===== src/inc/bcgpf_pkg.sv =====
package bcgpf_pkg;

  // ==========================================================================
  // register map
  localparam logic [15:0] GP_FLAG_REG_ADDR = 16'h0037;
  localparam logic [15:0] CC_REG_ADDR      = 16'h0037;
  localparam logic [15:0] FLAG_RESET       = 16'h0000;

  // ==========================================================================
  // condition code field
  localparam int          CC_SEL_MSB    = 3;
  localparam int          CC_SENSE_BIT  = 4;
  localparam logic [3:0]  CC_FLAG_ONE   = 4'h1;
  localparam logic [3:0]  CC_FLAG_FIRST = 4'h2;
  localparam logic [3:0]  CC_FLAG_LAST  = 4'h5;
  localparam int          FLAG_LO       = 1;
  localparam int          FLAG_HI       = 5;

  // ==========================================================================
  // flag register word: high byte clears, low byte sets, both toggles
  localparam int          CLR_BASE      = 8;
  localparam int          SET_BASE      = 0;

  typedef enum logic [1:0] {
    BCGPF_CMP_NONE = 2'b00,
    BCGPF_CMP_MSG  = 2'b01,
    BCGPF_CMP_FRM  = 2'b11
  } bcgpf_cmp_t;

  typedef struct packed {
    logic        valid;
    logic [15:0] word;
  } bcgpf_flag_cmd_t;

  typedef struct packed {
    logic        valid;
    logic [15:0] param;
  } bcgpf_cmp_cmd_t;

endpackage : bcgpf_pkg


===== src/rtl/bcgpf_core.sv =====
// Behaviour
// - code 1 tests flag one; sense bit 1 tests not-equal (inverse)
// - flag one set/clear/toggle by flag op and host register write
// - compare timer op codes also update flag one from compare result
// - compare parameter below timer value clears flag one
// - compare parameter equal to timer value sets flag one
// - compare parameter above timer value clears flag one
// - codes 2 to 5 select flags two to five, either sense
// - flags two to five change by flag op or host write only
// - low four code bits pick condition; bit four picks required outcome
// - host reads condition code values read-only through register
`timescale 1ns/1ps
`default_nettype none

module bcgpf_core
  import bcgpf_pkg::*;
(
  // clock and reset
  input  wire logic                       ref_clk,
  input  wire logic                       arst_n,
  // host register port
  input  wire logic                       host_wr,
  input  wire logic                       host_rd,
  input  wire logic [15:0]                host_addr,
  input  wire logic [15:0]                host_wdata,
  output logic      [15:0]                host_rdata,
  // sequencer op codes
  input  wire bcgpf_pkg::bcgpf_flag_cmd_t flag_manipulate_op,
  input  wire bcgpf_pkg::bcgpf_cmp_cmd_t  compare_message_timer_op,
  input  wire bcgpf_pkg::bcgpf_cmp_cmd_t  compare_frame_timer_op,
  // timer values
  input  wire logic [15:0]                time_to_next_msg,
  input  wire logic [15:0]                frame_time_remaining,
  // condition evaluation
  input  wire logic [4:0]                 cond_code,
  input  wire logic [7:0]                 msg_cond_flags,
  output logic                            cond_met,
  output logic                            equal_condition,
  output logic                            not_equal_condition
);

  import bcgpf_pkg::*;

  // ==========================================================================
  // decode
  logic        host_flag_wr;
  logic        host_cc_rd;
  logic        cmp_load;
  logic [15:0] cmp_param;
  logic [15:0] cmp_timer;
  logic        cmp_val;
  logic [7:0]  flags;
  logic [15:0] cc_word;

  function automatic logic cc_lookup(input logic [3:0] sel,
                                     input logic [15:0] word);
    cc_lookup = word[sel];
  endfunction : cc_lookup

  assign host_flag_wr = host_wr && (host_addr == GP_FLAG_REG_ADDR);
  assign host_cc_rd   = host_rd && (host_addr == CC_REG_ADDR);
  assign cmp_load     = compare_message_timer_op.valid |
                        compare_frame_timer_op.valid;
  assign cmp_param    = compare_message_timer_op.valid ?
                        compare_message_timer_op.param :
                        compare_frame_timer_op.param;
  assign cmp_timer    = compare_message_timer_op.valid ?
                        time_to_next_msg : frame_time_remaining;
  // only equality sets; less and greater both clear
  assign cmp_val      = (cmp_param == cmp_timer);

  // ==========================================================================
  // flag cells; only flag one sees compare loads
  assign flags[0] = 1'b0;
  assign flags[6] = 1'b0;
  assign flags[7] = 1'b0;

  genvar gi;
  generate
    for (gi = FLAG_LO; gi <= FLAG_HI; gi++) begin : g_flag
      bcgpf_flag_cell u_cell (
        .ref_clk  (ref_clk),
        .arst_n   (arst_n),
        .op_set   (flag_manipulate_op.valid &
                   flag_manipulate_op.word[SET_BASE + gi]),
        .op_clr   (flag_manipulate_op.valid &
                   flag_manipulate_op.word[CLR_BASE + gi]),
        .cmp_load ((gi == FLAG_LO) ? cmp_load : 1'b0),
        .cmp_val  (cmp_val),
        .host_set (host_flag_wr & host_wdata[SET_BASE + gi]),
        .host_clr (host_flag_wr & host_wdata[CLR_BASE + gi]),
        .flag_r   (flags[gi])
      );
    end
  endgenerate

  // ==========================================================================
  // condition word: low byte general flags, high byte message outcome
  assign cc_word = {msg_cond_flags, flags};

  logic        cond_true;
  logic        cond_met_nxt;
  logic [15:0] rdata_nxt;

  assign cond_true    = cc_lookup(cond_code[CC_SEL_MSB:0], cc_word);
  // sense bit selects inverse outcome
  assign cond_met_nxt = cond_true ^ cond_code[CC_SENSE_BIT];
  // read-only: writes to this address go to the flag register instead
  assign rdata_nxt    = host_cc_rd ? cc_word : host_rdata;

  always_ff @(posedge ref_clk or negedge arst_n) begin
    if (!arst_n) begin
      host_rdata          <= FLAG_RESET;
      cond_met            <= 1'b0;
      equal_condition     <= 1'b0;
      not_equal_condition <= 1'b1;
    end else begin
      host_rdata          <= rdata_nxt;
      cond_met            <= cond_met_nxt;
      equal_condition     <= flags[FLAG_LO];
      not_equal_condition <= ~flags[FLAG_LO];
    end
  end

endmodule : bcgpf_core

`default_nettype wire


===== src/rtl/bcgpf_flag_cell.sv =====
`timescale 1ns/1ps
`default_nettype none

// ============================================================================
// one flag bit: set/clear/toggle from op code, then compare, then host write
module bcgpf_flag_cell (
  // clock and reset
  input  wire logic ref_clk,
  input  wire logic arst_n,
  // op code action
  input  wire logic op_set,
  input  wire logic op_clr,
  // compare load
  input  wire logic cmp_load,
  input  wire logic cmp_val,
  // host action
  input  wire logic host_set,
  input  wire logic host_clr,
  // state
  output logic      flag_r
);

  logic op_nxt;
  logic cmp_nxt;
  logic flag_nxt;

  // set and clear together toggle
  assign op_nxt   = (op_set & op_clr) ? ~flag_r :
                    op_set ? 1'b1 : op_clr ? 1'b0 : flag_r;
  assign cmp_nxt  = cmp_load ? cmp_val : op_nxt;
  // host write applied last so it wins
  assign flag_nxt = (host_set & host_clr) ? ~cmp_nxt :
                    host_set ? 1'b1 : host_clr ? 1'b0 : cmp_nxt;

  always_ff @(posedge ref_clk or negedge arst_n) begin
    if (!arst_n) begin
      flag_r <= 1'b0;
    end else begin
      flag_r <= flag_nxt;
    end
  end

endmodule : bcgpf_flag_cell

`default_nettype wire


===== config.mk =====
export PLATFORM = sky130hd
export DESIGN_NAME = bcgpf_core
export DESIGN_NICKNAME = d
export VERILOG_FILES = /design/src/inc/bcgpf_pkg.sv /design/src/rtl/bcgpf_core.sv /design/src/rtl/bcgpf_flag_cell.sv
export SDC_FILE = /design/constraint.sdc
export NUM_CORES = 1
export LEC_CHECK = 0
export ABC_AREA = 1
export BUFFER_PORTS_ARGS = -buffer_cell sky130_fd_sc_hd__buf_2
export CAP_MARGIN = 40
export CORE_ASPECT_RATIO = 0.75
export CORE_MARGIN = 2
export CORE_UTILIZATION = 40
export CTS_BUF_LIST = sky130_fd_sc_hd__clkbuf_2
export CTS_CLUSTER_SIZE = 40
export DETAILED_ROUTE_END_ITERATION = 12
export PLACE_DENSITY = 0.83
export SLEW_MARGIN = 5
export SYNTH_ARGS = -nofsm -noshare
export SYNTH_HDL_FRONTEND = slang
export SYNTH_SLANG_ARGS = --single-unit

===== constraint.sdc =====
create_clock -name ref_clk -period 1.58 [get_ports ref_clk]
set_clock_uncertainty 0.05 [all_clocks]
set_input_delay 0.158 -clock ref_clk [delete_from_list [all_inputs] [get_ports ref_clk]]
set_output_delay 0.158 -clock ref_clk [all_outputs]
set_load 0.05 [all_outputs]

=== Word level (Yosys, flattened, before mapping) ===
Index checks and enable logic that the tools add are counted.

* Register bits: 21

* Order comparisons: 1
* Equal/unequal tests: 2
* Muxes and demuxes: 35
* Bitwise operators: 42
* Reductions and logical operators: 2

{| class="wikitable"
|+ Operators by type and width
! cell !! number
|-
| $mux 1 || 32
|-
| $mux 16 || 2
|-
| $and 1x1->1 || 30
|-
| $eq 16x16->1 || 1
|-
| $eq 16x6->1 const B || 1
|-
| $not 1->1 || 10
|-
| $lt 4x5->1 const B || 1
|-
| $bmux 1 s4 || 1
|-
| $logic_and 1x1->1 || 2
|-
| $or 1x1->1 || 1
|-
| $xor 1x1->1 || 1
|}

=== Depth between registers and ports, before layout ===
* Depth in word-level cells: 8
* Gate-level depth with buffers: 11
* Mapped depth without buffers: 11

=== By module ===
From an unflattened synthesis, not the netlist that was laid out.

* Cell total of the unflattened synthesis: 308
* Area, all modules: 1950.6 um^2

{| class="wikitable"
|+ Modules (own cells, without submodules)
! module !! instances !! cells an instance !! area each (um^2) !! seq. area each (um^2)
|-
| bcgpf_core || 1 || 223 || 1487.7 || 401.6
|-
| bcgpf_flag_cell || 5 || 17 || 92.6 || 25.0
|}

=== Worst setup path before layout ===
No wires, ideal clock.

* Kind: in2reg
* From: input port host_addr[11]
* To: register host_rdata[1]
* Setup time: 0.119 ns
* Arrival time: 1.120 ns
* Required time: 1.411 ns
* Path slack: 0.291 ns
* Cell stages on the path: 6
* Path buffers: 1
* Cell sequence: or2_4 > nor4_4 > nand3_4 > buf_6 > nand2_2 > o21ai_2

* Cells in the longest elaborated chain, start to end: 2

{| class="wikitable"
|+ Ends and longest elaborated chain
! item !! line !! text
|-
| start, declared || bcgpf_core.sv:24 || <nowiki>input wire logic [15:0] host_addr,</nowiki>
|-
| $eq 16x6->1 || bcgpf_core.sv:61 || <nowiki>assign host_cc_rd = host_rd && (host_addr == CC_REG_ADDR);</nowiki>
|-
| $logic_and 1x1->1 || bcgpf_core.sv:61 ||
|-
| end signal, assigned || bcgpf_core.sv:118 || <nowiki>host_rdata <= rdata_nxt;</nowiki>
|-
| end, declared || bcgpf_core.sv:26 || <nowiki>output logic [15:0] host_rdata,</nowiki>
|}

No other way between the ends.
A chain may end at the register's enable or synchronous reset.

=== Worst setup path in the final report ===
* From: register not_equal_condition
* To: output port not_equal_condition

{| class="wikitable"
|+ RTL lines
! item !! line !! text
|-
| start, declared || bcgpf_core.sv:39 || <nowiki>output logic not_equal_condition</nowiki>
|-
| start signal, assigned || bcgpf_core.sv:121 || <nowiki>not_equal_condition <= ~flags[FLAG_LO];</nowiki>
|}

No word-level cell between the ends.

==> metrics.md <==
| Metric | Value |
|---|---|
| N_diodes | `0` |
| Reg power frac | `46.5%` |
| Ranking of synthesized cells by area | `dfrtp_1 (28%), nand2_1 (14%), inv_1 (12%)` |
| NetSw | `about 430 uW` |
| Max frequency | `between 0.7 and 0.8 GHz` |
| DIE HEIGHT | `around 62 um` |
| Minimum clock period | `~1.3 ns` |
| Top FF cell, synth | `dfrtp_1` |
| Core footprint | `4390 sq um` |
| Period utilisation layout | `roughly 82%` |
| Mux cell area share after synthesis | `0%` |
| CTS Hold Bufs | `1` |
| Crit path kind | `reg2out` |
| Slowest cell on crit path | `dfstp_2` |
| Row cnt | `21` |
| Net switching share of the total power | `between 30% and 40%` |
| Share of layout cells above drive strength 1 | `between 40% and 50%` |
| Largest delay share family, worst path | `flip-flops` |
| Comb power frac | `a little over a third` |
| Antenna violations before repair | `0` |
| Gr ovfl total | `0` |
| Buffer and inverter count on the worst path | `1` |
| Max-Cap Viols | `0` |
| Hpwl dp | `about 4.4 mm` |
| Seq cells post-synth | `21` |
| Number of flops mapped to enable cells by yosys | `0` |
| WHS Path Cells | `3` |
| Top-area cell type share of the netlist area | `roughly 28%` |
| First-pass GRT wire length | `around 7.9 mm` |
| Sequential area share after synthesis | `29.5%` |
| R2r worst-path depth | `8` |
| Number of DRC markers in iteration 0 | `70` |
| Clk pin slew, worst setup/hold paths | `about 0.2 ns` |
| Critical-path cell list | `buf_2` |
| Most frequent cell after synthesis | `nand2_1` |
| Synth Area in Simple Gates | `about a third` |
| DIE WIDTH | `slightly above 80 um` |
| Critical Path Start Type | `register` |
| YS warnings | `0` |
| Pre-antenna DRT Iters | `4` |
| Post-CTS Setup Bufs | `0` |
| Class of the worst hold path | `in2reg` |
| Status | `finished clean` |
| Post-Synth XOR/XNOR Area | `roughly 5%` |
| Synthesized area | `about 1800 sq um` |
| Crit. path cell count | `1` |
| Num CTS Buffers | `3` |
| CP Data Arrival Time | `1.09 ns` |
| Mean Syn Cell Area | `between 6 and 7 sq um` |
| Vias in the first global route | `between 1500 and 2000` |
| IO Pins | `about 150` |
| Final hold vios | `0` |
| Max FO, Critical Path | `1` |
| DR WL/cell | `10.3 um` |
| Root Driver | `clkbuf_2` |
| Antenna Nets Post-Route | `0` |
| Die area | `approximately 5000 sq um` |
| Clk sinks | `21` |
| Mapped Cells | `around 270` |
| Async SR Flop Fraction | `100%` |
| Largest net degree at the start of global routing | `27` |
| RSZ-0062 raised after global routing | `no` |
| Endpoint class of the critical path | `output pin` |
| Yosys top cell by area | `dfrtp_1` |
| Compound-Gate Fraction of Synth Area | `18.6%` |
| Post-synthesis cell type count | `29` |
| Initial Utilization | `between 40% and 50%` |
| Synth Area in Adders | `0%` |
| Power density cells | `499 nW/um^2` |
| Drc violations | `0` |
| Post-Route Setup TNS | `0 ns` |
| Final core utilization | `between 50 and 60%` |
| Worst skew pair latency | `just over 0.3 ns` |
| Clk pwr share | `approximately 18%` |
| Final setup viols | `0` |
| Int Pwr | `approximately 840 uW` |
| TritonCTS clock tree | `built` |
| Synth-to-layout area growth | `42.7%` |
| CP Data Required Time | `1.37 ns` |
| Buffers on Ports | `~140` |
| Peak supply drop | `around 0.23 mV` |
| H-tree depth | `1` |
| Resized Gates After CTS | `0` |
| Gpl congestion | `about 0.7` |
| Vias per Instance | `~4.5` |
| Commonest cells post-synth | `nand2_1 (68), inv_1 (55), nor2_1 (30)` |
| Combinational family with the most area after synthesis | `simple AND/OR/NAND/NOR gates` |
| Final nets | `545` |
| Slew Limit Fails | `0` |
| WL final | `~4.8 mm` |
| Max incr delay on CP | `~0.55 ns` |
| Max Root-Sink Buffers | `2` |
| Via count | `2109` |
| Total Routing Usage GR | `about a fifth` |
| Leakage power | `0.00156 uW` |
placed cells by master (no fill, tap or decap), drive strengths merged:
cell and n:
conb 3, a31oi 4, xnor2 5, nand3b 1
clkbuf 4, a21o 1, dfrtp 20, o21ai 35
nor3 2, nand2 75, or2 3, inv 55
nor4 1, dlygate4sd3 1, a21oi 12, nor2 30
nand3 9, xor2 5, o21bai 1, nand4 6
buf 137, o211ai 1, dfstp 1
power groups by stage:
| stage | clock network (uW) | registers [uW] | logic (uW) |
|---|---|---|---|
| 2_1_floorplan | 0 | 620 | 221 |
| 3_3_place_gp | 0 | 601 | 442 |
| 3_5_place_dp | 0 | 601 | 458 |
| 5_1_grt | 247 | 597 | 524 |
| 6_report | 224 | 592 | 457 |
| 4_1_cts | 231 | 591 | 461 |
routing by layer:
layer,vias to the layer above,global-route usage [%],wire [um]
li1,1126,-,-
met1,915,23.8,2060
met4,0,5.81,62
met5,-,0,0
met2,62,39.1,2510
met3,6,1.01,206
final timing paths:
kind                       slack, ns               startpoint                 endpoint
setup / recovery                0.28      not_equal_condition      not_equal_condition
min in group asynchronous       0.23                   arst_n           host_rdata[15]
hold / removal                  0.01        msg_cond_flags[7]           host_rdata[15]
setup reg to reg                0.33  g_flag[1].u_cell.flag_r  g_flag[1].u_cell.flag_r
hold reg to reg                 0.44  g_flag[1].u_cell.flag_r          equal_condition
max in group asynchronous       0.89                   arst_n      not_equal_condition
state kept, by name (all words and copies together), names as in the netlist:
signal                flops
cond_met                  1
host_rdata               13
g_flag.u_cell.flag_r      5
not_equal_condition       1
equal_condition           1
logic make-up (layout without fill, tap and decap cells):
| logic type | after synthesis | after routing |
|---|---|---|
| AND/OR/NAND/NOR | 127 | 127 |
| buffers and inverters | 61 | 197 |
| AO/OA/AOI/OAI | 54 | 54 |
| flip-flops | 21 | 21 |
| XOR/XNOR | 10 | 10 |
| other | 1 | 3 |
cell type report:
class                   instances  area, sq um
fillers                       418         1840
multi-input cells             194         1010
repair buffers                138          713
flip-flops and latches         21          527
inverters                      55          206
well taps                      57         71.3
clock buffers                   4         20.0
through the flow:
| step | hold WS [ns] | area, sq um | setup slack [ns] | power, uW | std cells |
|---|---|---|---|---|---|
| 2_1_floorplan | -0.188 | 1790 | 0.291 | 841 | 276 |
| 3_3_place_gp | 0.0763 | 2520 | 0.123 | 1040 | 464 |
| 3_5_place_dp | 0.0771 | 2520 | 0.0920 | 1060 | 464 |
| 4_1_cts | 0.00500 | 2550 | 0.253 | 1280 | 469 |
| 5_1_grt | 0.00999 | 2550 | 0.180 | 1370 | 469 |
| 6_report | 0.0144 | 2550 | 0.280 | 1270 | 469 |
No activity file was read; power rests on OpenSTA's default activity.
